**src/core/pth_pkg.sv**
```systemverilog
// package for the print timing and head drive block: constants, types and register map
package pth_pkg;

  // timing base
  localparam logic [1:0] PTH_BIT_LAST = 2'h3;
  localparam logic [3:0] PTH_DIGIT_LAST = 4'hc;
  localparam logic [3:0] PTH_ROW_LAST = 4'h4;
  localparam logic [3:0] PTH_SLOT_LAST = 4'h8;
  localparam int PTH_POINT_DIGITS = 13;
  localparam int PTH_GLYPH_BITS = 20;
  localparam int PTH_GLYPH_COUNT = 32;

  // timing command encodings from the controller
  typedef enum logic [3:0] {
    PTH_CMD_IDLE = 4'h0,
    PTH_CMD_CHAR_STEP = 4'h1,
    PTH_CMD_PRINT_COUNT = 4'h2,
    PTH_CMD_POINT_SHIFT = 4'h3,
    PTH_CMD_CONTROL_STEP = 4'h4,
    PTH_CMD_PRINT = 4'h5
  } pth_cmd_t;

  // glyph index is {numeric flag, code}
  localparam logic [4:0] PTH_IDX_FIVE = 5'h15;
  localparam logic [4:0] PTH_IDX_SIX = 5'h16;
  localparam logic [4:0] PTH_IDX_E = 5'h0e;
  // row one in the top nibble, column one in each nibble's msb
  localparam logic [19:0] PTH_GLYPH_FIVE = 20'hf8e1e;
  localparam logic [19:0] PTH_GLYPH_SIX = 20'h68e96;
  localparam logic [19:0] PTH_GLYPH_E = 20'hf8e8f;

  // register byte offsets
  localparam logic [7:0] PTH_REG_CTRL = 8'h00;
  localparam logic [7:0] PTH_REG_STATUS = 8'h04;
  localparam logic [7:0] PTH_REG_CHAR_STEP = 8'h08;
  localparam logic [7:0] PTH_REG_PRINT_COUNT = 8'h0c;
  localparam logic [7:0] PTH_REG_POINT = 8'h10;
  localparam logic [7:0] PTH_REG_TIMEBASE = 8'h14;
  localparam logic [7:0] PTH_REG_GLYPH_INDEX = 8'h18;
  localparam logic [7:0] PTH_REG_GLYPH_DATA = 8'h1c;

  // field positions and reset values
  localparam int PTH_CTRL_HEAD_EN = 0;
  localparam int PTH_STAT_NUMERIC = 0;
  localparam int PTH_STAT_PRINTING = 1;
  localparam int PTH_STAT_CMD_LSB = 4;
  localparam int PTH_TB_DIGIT_LSB = 4;
  localparam int PTH_TB_SECTOR = 8;
  localparam logic PTH_CTRL_HEAD_EN_RESET = 1'b1;
  localparam logic [12:0] PTH_POINT_RESET = 13'h0001;

  typedef struct packed {
    logic cyc;
    logic stb;
    logic we;
    logic [7:0] adr;
    logic [3:0] sel;
    logic [31:0] dat;
  } pth_wb_req_t;

  typedef struct packed {
    logic charStep;
    logic printCount;
    logic pointShift;
    logic controlStep;
    logic printStrobe;
  } pth_pulses_t;

  typedef struct packed {
    logic numeric;
    logic [3:0] code;
  } pth_entry_t;

endpackage

```
**src/core/pth_sync.sv**
```systemverilog
// two-flop synchroniser for pins arriving from the controller and data chips
`timescale 1ns/100ps
module pth_sync #(
  parameter int WIDTH = 1
) (
  // clock and reset
  input wire logic clock,
  input wire logic reset,
  // asynchronous in, synchronous out
  input wire logic [WIDTH-1:0] asyncIn,
  output logic [WIDTH-1:0] syncOut
);

  logic [WIDTH-1:0] stage1_q;
  logic [WIDTH-1:0] stage2_q;

  always_ff @(posedge clock or posedge reset) begin
    if (reset) begin
      stage1_q <= '0;
      stage2_q <= '0;
    end else begin
      stage1_q <= asyncIn;
      stage2_q <= stage1_q;
    end
  end

  assign syncOut = stage2_q;

endmodule

```
**src/core/pth_glyph_decoder.sv**
```systemverilog
// glyph decoder: fixed glyphs for five, six and E plus a writable table for the rest
`timescale 1ns/100ps
module pth_glyph_decoder (
  // clock and reset
  input wire logic clock,
  input wire logic reset,
  // table write port
  input wire logic writeEnable,
  input wire logic [4:0] writeIndex,
  input wire logic [19:0] writeGlyph,
  // print lookup
  input wire logic [4:0] printIndex,
  output logic [19:0] printGlyph,
  // bus lookup
  input wire logic [4:0] busIndex,
  output logic [19:0] busGlyph
);

  logic [19:0] table_q [pth_pkg::PTH_GLYPH_COUNT];
  logic [19:0] table_d [pth_pkg::PTH_GLYPH_COUNT];

  function automatic logic [19:0] lookup(input logic [4:0] idx, input logic [19:0] stored);
    case (idx)
      pth_pkg::PTH_IDX_FIVE: lookup = pth_pkg::PTH_GLYPH_FIVE;
      pth_pkg::PTH_IDX_SIX: lookup = pth_pkg::PTH_GLYPH_SIX;
      pth_pkg::PTH_IDX_E: lookup = pth_pkg::PTH_GLYPH_E;
      default: lookup = stored;
    endcase
  endfunction

  always_comb begin
    table_d = table_q;
    if (writeEnable) begin
      table_d[writeIndex] = writeGlyph;
    end
  end

  // blank glyphs after reset so nothing heats on an unset code
  always_ff @(posedge clock or posedge reset) begin
    if (reset) begin
      for (int i = 0; i < pth_pkg::PTH_GLYPH_COUNT; i++) begin
        table_q[i] <= 20'h00000;
      end
    end else begin
      table_q <= table_d;
    end
  end

  assign printGlyph = lookup(printIndex, table_q[printIndex]);
  assign busGlyph = lookup(busIndex, table_q[busIndex]);

endmodule

```
**src/core/pth_print_timing.sv**
```systemverilog
// print timing and thermal head drive top: timing base, matrix, counters, head drive, wishbone slave
`timescale 1ns/100ps
module pth_print_timing (
  // clock and reset
  input wire logic clock,
  input wire logic reset,
  // wishbone slave
  input wire pth_pkg::pth_wb_req_t wbReq,
  output logic wbAck,
  output logic [31:0] wbDatOut,
  // controller and data chip pins
  input wire logic [3:0] timingCommand,
  input wire pth_pkg::pth_entry_t entryRegister,
  // outputs to controller
  output pth_pkg::pth_pulses_t shiftPulses,
  output logic pointAtZero,
  output logic pointAtFour,
  // thermal head
  output logic [3:0] headColumnDrive,
  output logic [3:0] rowTimeSlot
);

  // synchronised pins
  logic [3:0] cmdSync;
  pth_pkg::pth_entry_t entrySync;

  pth_sync #(.WIDTH(4)) u_cmdSync (
    .clock(clock),
    .reset(reset),
    .asyncIn(timingCommand),
    .syncOut(cmdSync)
  );

  pth_sync #(.WIDTH(5)) u_entrySync (
    .clock(clock),
    .reset(reset),
    .asyncIn(entryRegister),
    .syncOut(entrySync)
  );

  // timing base
  logic [1:0] bitCounter_q, bitCounter_d;
  logic [3:0] digitCounter_q, digitCounter_d;
  logic sectorCounter_q, sectorCounter_d;
  logic wordEnd;

  assign wordEnd = (bitCounter_q == pth_pkg::PTH_BIT_LAST) && (digitCounter_q == pth_pkg::PTH_DIGIT_LAST);

  always_comb begin
    bitCounter_d = bitCounter_q + 2'h1;
    digitCounter_d = digitCounter_q;
    sectorCounter_d = sectorCounter_q;
    if (bitCounter_q == pth_pkg::PTH_BIT_LAST) begin
      digitCounter_d = (digitCounter_q == pth_pkg::PTH_DIGIT_LAST) ? 4'h0 : digitCounter_q + 4'h1;
      if (digitCounter_q == pth_pkg::PTH_DIGIT_LAST) begin
        sectorCounter_d = ~sectorCounter_q;
      end
    end
  end

  always_ff @(posedge clock or posedge reset) begin
    if (reset) begin
      bitCounter_q <= 2'h0;
      digitCounter_q <= 4'h0;
      sectorCounter_q <= 1'b0;
    end else begin
      bitCounter_q <= bitCounter_d;
      digitCounter_q <= digitCounter_d;
      sectorCounter_q <= sectorCounter_d;
    end
  end

  // timing matrix; one pulse per word so each step is one count
  pth_pkg::pth_pulses_t pulses_d, pulses_q;
  logic printing;
  logic inSlot;

  assign printing = (cmdSync == pth_pkg::PTH_CMD_PRINT);
  assign inSlot = printing && (digitCounter_q <= pth_pkg::PTH_SLOT_LAST);

  always_comb begin
    pulses_d = '0;
    if (wordEnd) begin
      unique case (pth_pkg::pth_cmd_t'(cmdSync))
        pth_pkg::PTH_CMD_CHAR_STEP: pulses_d.charStep = 1'b1;
        pth_pkg::PTH_CMD_PRINT_COUNT: pulses_d.printCount = 1'b1;
        pth_pkg::PTH_CMD_POINT_SHIFT: pulses_d.pointShift = 1'b1;
        pth_pkg::PTH_CMD_CONTROL_STEP: pulses_d.controlStep = 1'b1;
        pth_pkg::PTH_CMD_PRINT: begin
          pulses_d.charStep = 1'b1;
          pulses_d.printCount = 1'b1;
        end
        default: pulses_d = '0;
      endcase
    end
    pulses_d.printStrobe = inSlot;
  end

  // counters and point register, stepped only by their pulses
  logic [4:0] charStep_q, charStep_d;
  logic [9:0] printCount_q, printCount_d;
  logic [12:0] point_q, point_d;

  always_comb begin
    charStep_d = charStep_q;
    printCount_d = printCount_q;
    point_d = point_q;
    if (pulses_d.charStep) begin
      charStep_d = charStep_q + 5'h01;
    end
    if (pulses_d.printCount) begin
      printCount_d = printCount_q + 10'h001;
    end
    if (pulses_d.pointShift) begin
      point_d = {point_q[11:0], point_q[12]};
    end
  end

  always_ff @(posedge clock or posedge reset) begin
    if (reset) begin
      pulses_q <= '0;
      charStep_q <= 5'h00;
      printCount_q <= 10'h000;
      point_q <= pth_pkg::PTH_POINT_RESET;
    end else begin
      pulses_q <= pulses_d;
      charStep_q <= charStep_d;
      printCount_q <= printCount_d;
      point_q <= point_d;
    end
  end

  // glyph capture and head drive
  logic printing_q;
  logic [4:0] glyphIndex_q, glyphIndex_d;
  logic numericClass_q, numericClass_d;
  logic [3:0] head_d, head_q;
  logic [3:0] slot_d, slot_q;
  logic pointZero_q, pointFour_q;
  logic [19:0] printGlyph;
  logic [19:0] busGlyph;
  logic headEnable_q, headEnable_d;
  logic [4:0] busIndex_q, busIndex_d;
  logic glyphWrite;
  logic [19:0] glyphWriteData;

  always_comb begin
    glyphIndex_d = glyphIndex_q;
    numericClass_d = numericClass_q;
    // code taken as print starts; the glyph index is registered, so the new glyph reaches the head one cycle later
    if (printing && !printing_q) begin
      glyphIndex_d = {entrySync.numeric, entrySync.code};
      numericClass_d = entrySync.numeric;
    end
  end

  always_comb begin
    head_d = 4'h0;
    slot_d = 4'h0;
    if (inSlot) begin
      slot_d = digitCounter_q + 4'h1;
    end
    if (inSlot && headEnable_q && digitCounter_q <= pth_pkg::PTH_ROW_LAST) begin
      head_d = printGlyph[19 - 4 * digitCounter_q -: 4];
    end
  end

  always_ff @(posedge clock or posedge reset) begin
    if (reset) begin
      printing_q <= 1'b0;
      glyphIndex_q <= 5'h00;
      numericClass_q <= 1'b0;
      head_q <= 4'h0;
      slot_q <= 4'h0;
      pointZero_q <= 1'b1;
      pointFour_q <= 1'b0;
    end else begin
      printing_q <= printing;
      glyphIndex_q <= glyphIndex_d;
      numericClass_q <= numericClass_d;
      head_q <= head_d;
      slot_q <= slot_d;
      pointZero_q <= point_d[0];
      pointFour_q <= point_d[4];
    end
  end

  pth_glyph_decoder u_glyph (
    .clock(clock),
    .reset(reset),
    .writeEnable(glyphWrite),
    .writeIndex(busIndex_q),
    .writeGlyph(glyphWriteData),
    .printIndex(glyphIndex_q),
    .printGlyph(printGlyph),
    .busIndex(busIndex_q),
    .busGlyph(busGlyph)
  );

  // wishbone slave: ack one cycle after the request, dropped the next
  logic ack_q, ack_d;
  logic [31:0] datOut_q, datOut_d;
  logic access;
  logic wrAccess;
  logic [31:0] glyphMerged;

  function automatic logic [31:0] mergeLanes(input logic [31:0] old, input logic [31:0] data, input logic [3:0] sel);
    for (int i = 0; i < 4; i++) begin
      mergeLanes[8*i +: 8] = sel[i] ? data[8*i +: 8] : old[8*i +: 8];
    end
  endfunction

  assign access = wbReq.cyc && wbReq.stb && !ack_q;
  assign wrAccess = access && wbReq.we;
  assign glyphWrite = wrAccess && (wbReq.adr == pth_pkg::PTH_REG_GLYPH_DATA);
  // a function result cannot be part-selected, so the merged word is held first
  assign glyphMerged = mergeLanes({12'h000, busGlyph}, wbReq.dat, wbReq.sel);
  assign glyphWriteData = glyphMerged[19:0];

  always_comb begin
    logic [31:0] ctrlWord;
    logic [31:0] idxWord;
    logic [31:0] ctrlMerged;
    logic [31:0] idxMerged;
    ctrlWord = {31'h00000000, headEnable_q};
    idxWord = {27'h0000000, busIndex_q};
    ctrlMerged = mergeLanes(ctrlWord, wbReq.dat, wbReq.sel);
    idxMerged = mergeLanes(idxWord, wbReq.dat, wbReq.sel);
    headEnable_d = headEnable_q;
    busIndex_d = busIndex_q;
    if (wrAccess && wbReq.adr == pth_pkg::PTH_REG_CTRL) begin
      headEnable_d = ctrlMerged[pth_pkg::PTH_CTRL_HEAD_EN];
    end
    if (wrAccess && wbReq.adr == pth_pkg::PTH_REG_GLYPH_INDEX) begin
      busIndex_d = idxMerged[4:0];
    end
  end

  always_comb begin
    ack_d = access;
    datOut_d = 32'h00000000;
    if (access && !wbReq.we) begin
      case (wbReq.adr)
        pth_pkg::PTH_REG_CTRL: datOut_d[pth_pkg::PTH_CTRL_HEAD_EN] = headEnable_q;
        pth_pkg::PTH_REG_STATUS: begin
          datOut_d[pth_pkg::PTH_STAT_NUMERIC] = numericClass_q;
          datOut_d[pth_pkg::PTH_STAT_PRINTING] = printing_q;
          datOut_d[pth_pkg::PTH_STAT_CMD_LSB +: 4] = cmdSync;
        end
        pth_pkg::PTH_REG_CHAR_STEP: datOut_d[4:0] = charStep_q;
        pth_pkg::PTH_REG_PRINT_COUNT: datOut_d[9:0] = printCount_q;
        pth_pkg::PTH_REG_POINT: datOut_d[12:0] = point_q;
        pth_pkg::PTH_REG_TIMEBASE: begin
          datOut_d[1:0] = bitCounter_q;
          datOut_d[pth_pkg::PTH_TB_DIGIT_LSB +: 4] = digitCounter_q;
          datOut_d[pth_pkg::PTH_TB_SECTOR] = sectorCounter_q;
        end
        pth_pkg::PTH_REG_GLYPH_INDEX: datOut_d[4:0] = busIndex_q;
        pth_pkg::PTH_REG_GLYPH_DATA: datOut_d[19:0] = busGlyph;
        default: datOut_d = 32'h00000000;
      endcase
    end
  end

  always_ff @(posedge clock or posedge reset) begin
    if (reset) begin
      ack_q <= 1'b0;
      datOut_q <= 32'h00000000;
      headEnable_q <= pth_pkg::PTH_CTRL_HEAD_EN_RESET;
      busIndex_q <= 5'h00;
    end else begin
      ack_q <= ack_d;
      datOut_q <= datOut_d;
      headEnable_q <= headEnable_d;
      busIndex_q <= busIndex_d;
    end
  end

  assign wbAck = ack_q;
  assign wbDatOut = datOut_q;
  assign shiftPulses = pulses_q;
  assign pointAtZero = pointZero_q;
  assign pointAtFour = pointFour_q;
  assign headColumnDrive = head_q;
  assign rowTimeSlot = slot_q;

endmodule

```
**config.mk**
```make
export PLATFORM = sky130hd
export DESIGN_NAME = pth_print_timing
export DESIGN_NICKNAME = d
export VERILOG_FILES = /design/src/core/pth_pkg.sv /design/src/core/pth_sync.sv /design/src/core/pth_glyph_decoder.sv /design/src/core/pth_print_timing.sv
export SDC_FILE = /design/constraint.sdc
export NUM_CORES = 2
export LEC_CHECK = 0
export BUFFER_PORTS_ARGS = -buffer_cell sky130_fd_sc_hd__buf_2
export CORE_UTILIZATION = 40
export CTS_CLUSTER_DIAMETER = 30
export DETAILED_ROUTE_END_ITERATION = 7
export MAX_ROUTING_LAYER = met4
export PLACE_DENSITY = 0.66
export SYNTH_ARGS = -nofsm -noshare
export SYNTH_HDL_FRONTEND = slang
export SYNTH_SLANG_ARGS = --single-unit
```
**constraint.sdc**
```tcl
create_clock -name clock -period 41.4 [get_ports clock]
set_clock_uncertainty 0.05 [all_clocks]
set_input_delay 2.07 -clock clock [delete_from_list [all_inputs] [get_ports clock]]
set_output_delay 2.07 -clock clock [all_outputs]
set_load 0.01 [all_outputs]
```
==> flow_summary.json <==
{
  "status": "complete, no violations",
  "met3_usage": 0.07710,
  "synthAdderAreaFrac": 0.001647,
  "cts_inserted_buffers": 162,
  "fin_nets": 3483,
  "synth_top_family_by_area": "multiplexers",
  "clkSlewWorstSetupHoldPaths_ps": 40,
  "combPwrFrac": 0.071,
  "p_leak_nw": 18.93,
  "dp_cells": 4510,
  "grt_util_met1": 0.3603,
  "drv_cap": 0,
  "peakVddDrop_uv": 44.28,
  "gp_congestion": 0.9188,
  "port_buffers": 80,
  "syn_inst": 3425,
  "synth_warnings": 0,
  "rows": 112,
  "synth-seq-area-share": 0.4868,
  "synth.distinct_cells": 92,
  "min_from": "u_entrySync.stage1_q[4]",
  "power.total_mw": 2.263,
  "slowest_delay_ps": 870,
  "clock_latency_ps": 760,
  "drtAntennaViolNets": 0,
  "dieArea_mm2": 0.09622,
  "postCtsResizedCells": 0,
  "drt-total-wl_um": 128800,
  "synth_area_per_cell_um2": 11.09,
  "hold_class": "flip-flop to flip-flop",
  "reg2reg_slack_ps": 36340,
  "rsz0062_at_grt": "no",
  "layout-drive-gt1-share": 0.2436,
  "timing.slew.headroom": 0.1312,
  "cts_max_path_buffers": 3,
  "route.detailed.drc": 0,
  "synthesis.area_mm2": 0.03799,
  "critPathCaptureType": "asynchronous set/reset pin",
  "dr.first_iter.drc_count": 3607,
  "path_buf_inv": 6,
  "syn_to_final_growth_pct": 18.26,
  "slew_violations": 0,
  "hold-worst-slack_ps": 288.5,
  "cts_tree": "yes",
  "dr.pass1.iters": 6,
  "met2_usage": 0.4037,
  "start_util": 0.4053,
  "ys_async_sr_fraction": 1.000,
  "dp_hpwl_um": 76460,
  "synth_flop_cell": "dfrtp_1",
  "grt_pass1_vias": 29050,
  "synth_compound_area_frac": 0.1408,
  "post_cts_buffers": 0,
  "finalNonFillerCells": 4814,
  "power_frac_clock": 0.602,
  "critPathMostFrequentCell": "buf_4",
  "setup_tns_ps": 0,
  "synth_xor_area_frac": 0.004149,
  "num_vias": 29700,
  "vias_per_cell": 6.169,
  "crit_family": "buffers and inverters",
  "required_ps": 42070,
  "power.density_mw_per_mm2": 50.37,
  "overflow": 0,
  "fp.dieW_um": 310.2,
  "worstMarginPinSlew_ps": 1294,
  "post-route-util": 0.4793,
  "r2r_end": "u_glyph.table_q[404]",
  "antenna_found_initial": 2,
  "period_share": 0.1314,
  "die_y_um": 310.2,
  "hold_path_end": "u_entrySync.syncOut[4]",
  "ys_ff_latch": 739,
  "critical_path_peak_fanout": 156,
  "internal_power_mw": 1.703,
  "synth-simple-area-share": 0.1070,
  "core_area_mm2": 0.09375,
  "grt-busiest-layer": "met2",
  "root_buffer": "clkbuf_16",
  "finalHoldViolCount": 0,
  "holdBufCountCts": 0,
  "ios": 106,
  "fmax_ghz": 0.1839,
  "synthMuxAreaShare": 0.2109,
  "wl_per_cell_um": 26.76,
  "switchingPower_mw": 0.5604,
  "critPathSlowestCell": "buf_4",
  "numClockSinks": 739,
  "setup_violations": 0,
  "r2r_cells": 7,
  "track_usage": 0.2807,
  "grt_max_degree": 157,
  "worstSetupPathType": "input port to asynchronous set/reset pin",
  "swShare": 0.2476,
  "worstPathArrival_ps": 6110,
  "htree_levels": 4,
  "seqPwrFrac": 0.327,
  "holdPathStages": 0,
  "start_kind": "input port",
  "min_period_ps": 5438,
  "synth-edff-count": 0,
  "grt_pass1_wl_um": 191800,
  "worstPathCellList": "buf_2, inv_8, buf_12, buf_4, buf_4, buf_4",
  "rr_startpoint": "busIndex_q[1]"
}
==> through the flow <==
| stage | area, µm² | setup slack, ps |
|---|---|---|
| 3_3_place_gp | 39070 | 34980 |
| 3_5_place_dp | 39070 | 34980 |
| 5_1_grt | 44930 | 35280 |
| 2_1_floorplan | 38040 | 18550 |
| 6_report | 44930 | 35960 |
| 4_1_cts | 44930 | 35740 |
==> cells in the final DEF, fill, tap and decap left out, drive strengths merged, types with 25 or more instances in the layout <==
| cell | count |
|---|---|
| mux2i | 85 |
| inv | 33 |
| buf | 157 |
| a22oi | 70 |
| a21oi | 49 |
| nand2 | 730 |
| o21ai | 657 |
| bufinv | 25 |
| clkinv | 39 |
| clkbuf | 209 |
| nor2 | 77 |
| dfrtp | 737 |
| mux2 | 49 |
| mux4 | 289 |
==> per-layer routing <==
metal	wire length, µm	vias up
met3	13820	429
met4	7291	0
li1	-	12500
met1	50290	15010
met2	57400	1762
met5	0	-
==> worst reg2reg max path: stages, from the launching register on <==
cell and delay (ps):
dfrtp_4 910, buf_12 590, buf_4 670, nand2b_1 300, nor2_1 770, nor2_1 240
a21oi_2 1060, o21ai_0 280
==> worst max path at each step <==
stage,start,endpoint,slack [ps],cells after the start
finish,reset,u_glyph.table_q[406],35960,6
global route,reset,u_glyph.table_q[486],35280,6
CTS,reset,u_glyph.table_q[486],35740,6
detailed placement,reset,u_glyph.table_q[406],34980,6
global placement,reset,u_glyph.table_q[406],34980,6
floorplan,reset,bitCounter_q[0],18550,1
==> cells in the mapped netlist (34+ instances only) <==
cell type / n / share of area
mux2i_1: 82 / 0.022
a22oi_1: 70 / 0.014
buf_2: 73 / 0.0096
dfrtp_1: 737 / 0.49
a21oi_1: 49 / 0.0065
nor2_1: 77 / 0.0076
clkbuf_2: 40 / 0.0053
o21ai_0: 611 / 0.080
buf_4: 34 / 0.0067
nand2_1: 730 / 0.072
mux4_2: 267 / 0.16
clkbuf_1: 157 / 0.016
mux2_2: 49 / 0.015
==> flip-flops by register name, summed over array words and instances, names as in the netlist, 5 cells and up <==
register / cells
u_glyph.table_q: 640
wbDatOut: 20
point_q: 13
printCount_q: 10
busIndex_q: 5
charStep_q: 5
glyphIndex_q: 5
shiftPulses: 5
u_entrySync.stage1_q: 5
u_entrySync.syncOut: 5
==> area by class of cell <==
type | count | area (µm²)
clock inverter | 94 | 1353
antenna | 1 | 2.502
tap | 1254 | 1569
clock buffer | 209 | 4504
inverter | 22 | 90.09
timing repair buffer | 157 | 1041
fill | 8309 | 48820
sequential | 739 | 18510
multi-input combinational | 2338 | 17860
==> cell families (layout without fill, tap and decap cells) <==
family / Yosys count / after routing
other: 1 / 13
buffers and inverters: 359 / 482
flip-flops: 739 / 739
multiplexers: 423 / 423
XOR/XNOR: 18 / 18
AO/OA/AOI/OAI: 922 / 922
adder cells (fa/ha/maj): 5 / 5
AND/OR/NAND/NOR: 958 / 958
==> power groups by stage <==
stage	Sequential [mW]	Combinational, mW	Clock [mW]
after floorplan	0.740	0.115	0
after global placement	0.751	0.157	0
after detailed placement	0.751	0.157	0
after CTS	0.740	0.157	1.37
after global routing	0.740	0.166	1.41
final	0.740	0.160	1.36
Note: power is estimated with default switching activity, not from simulation.
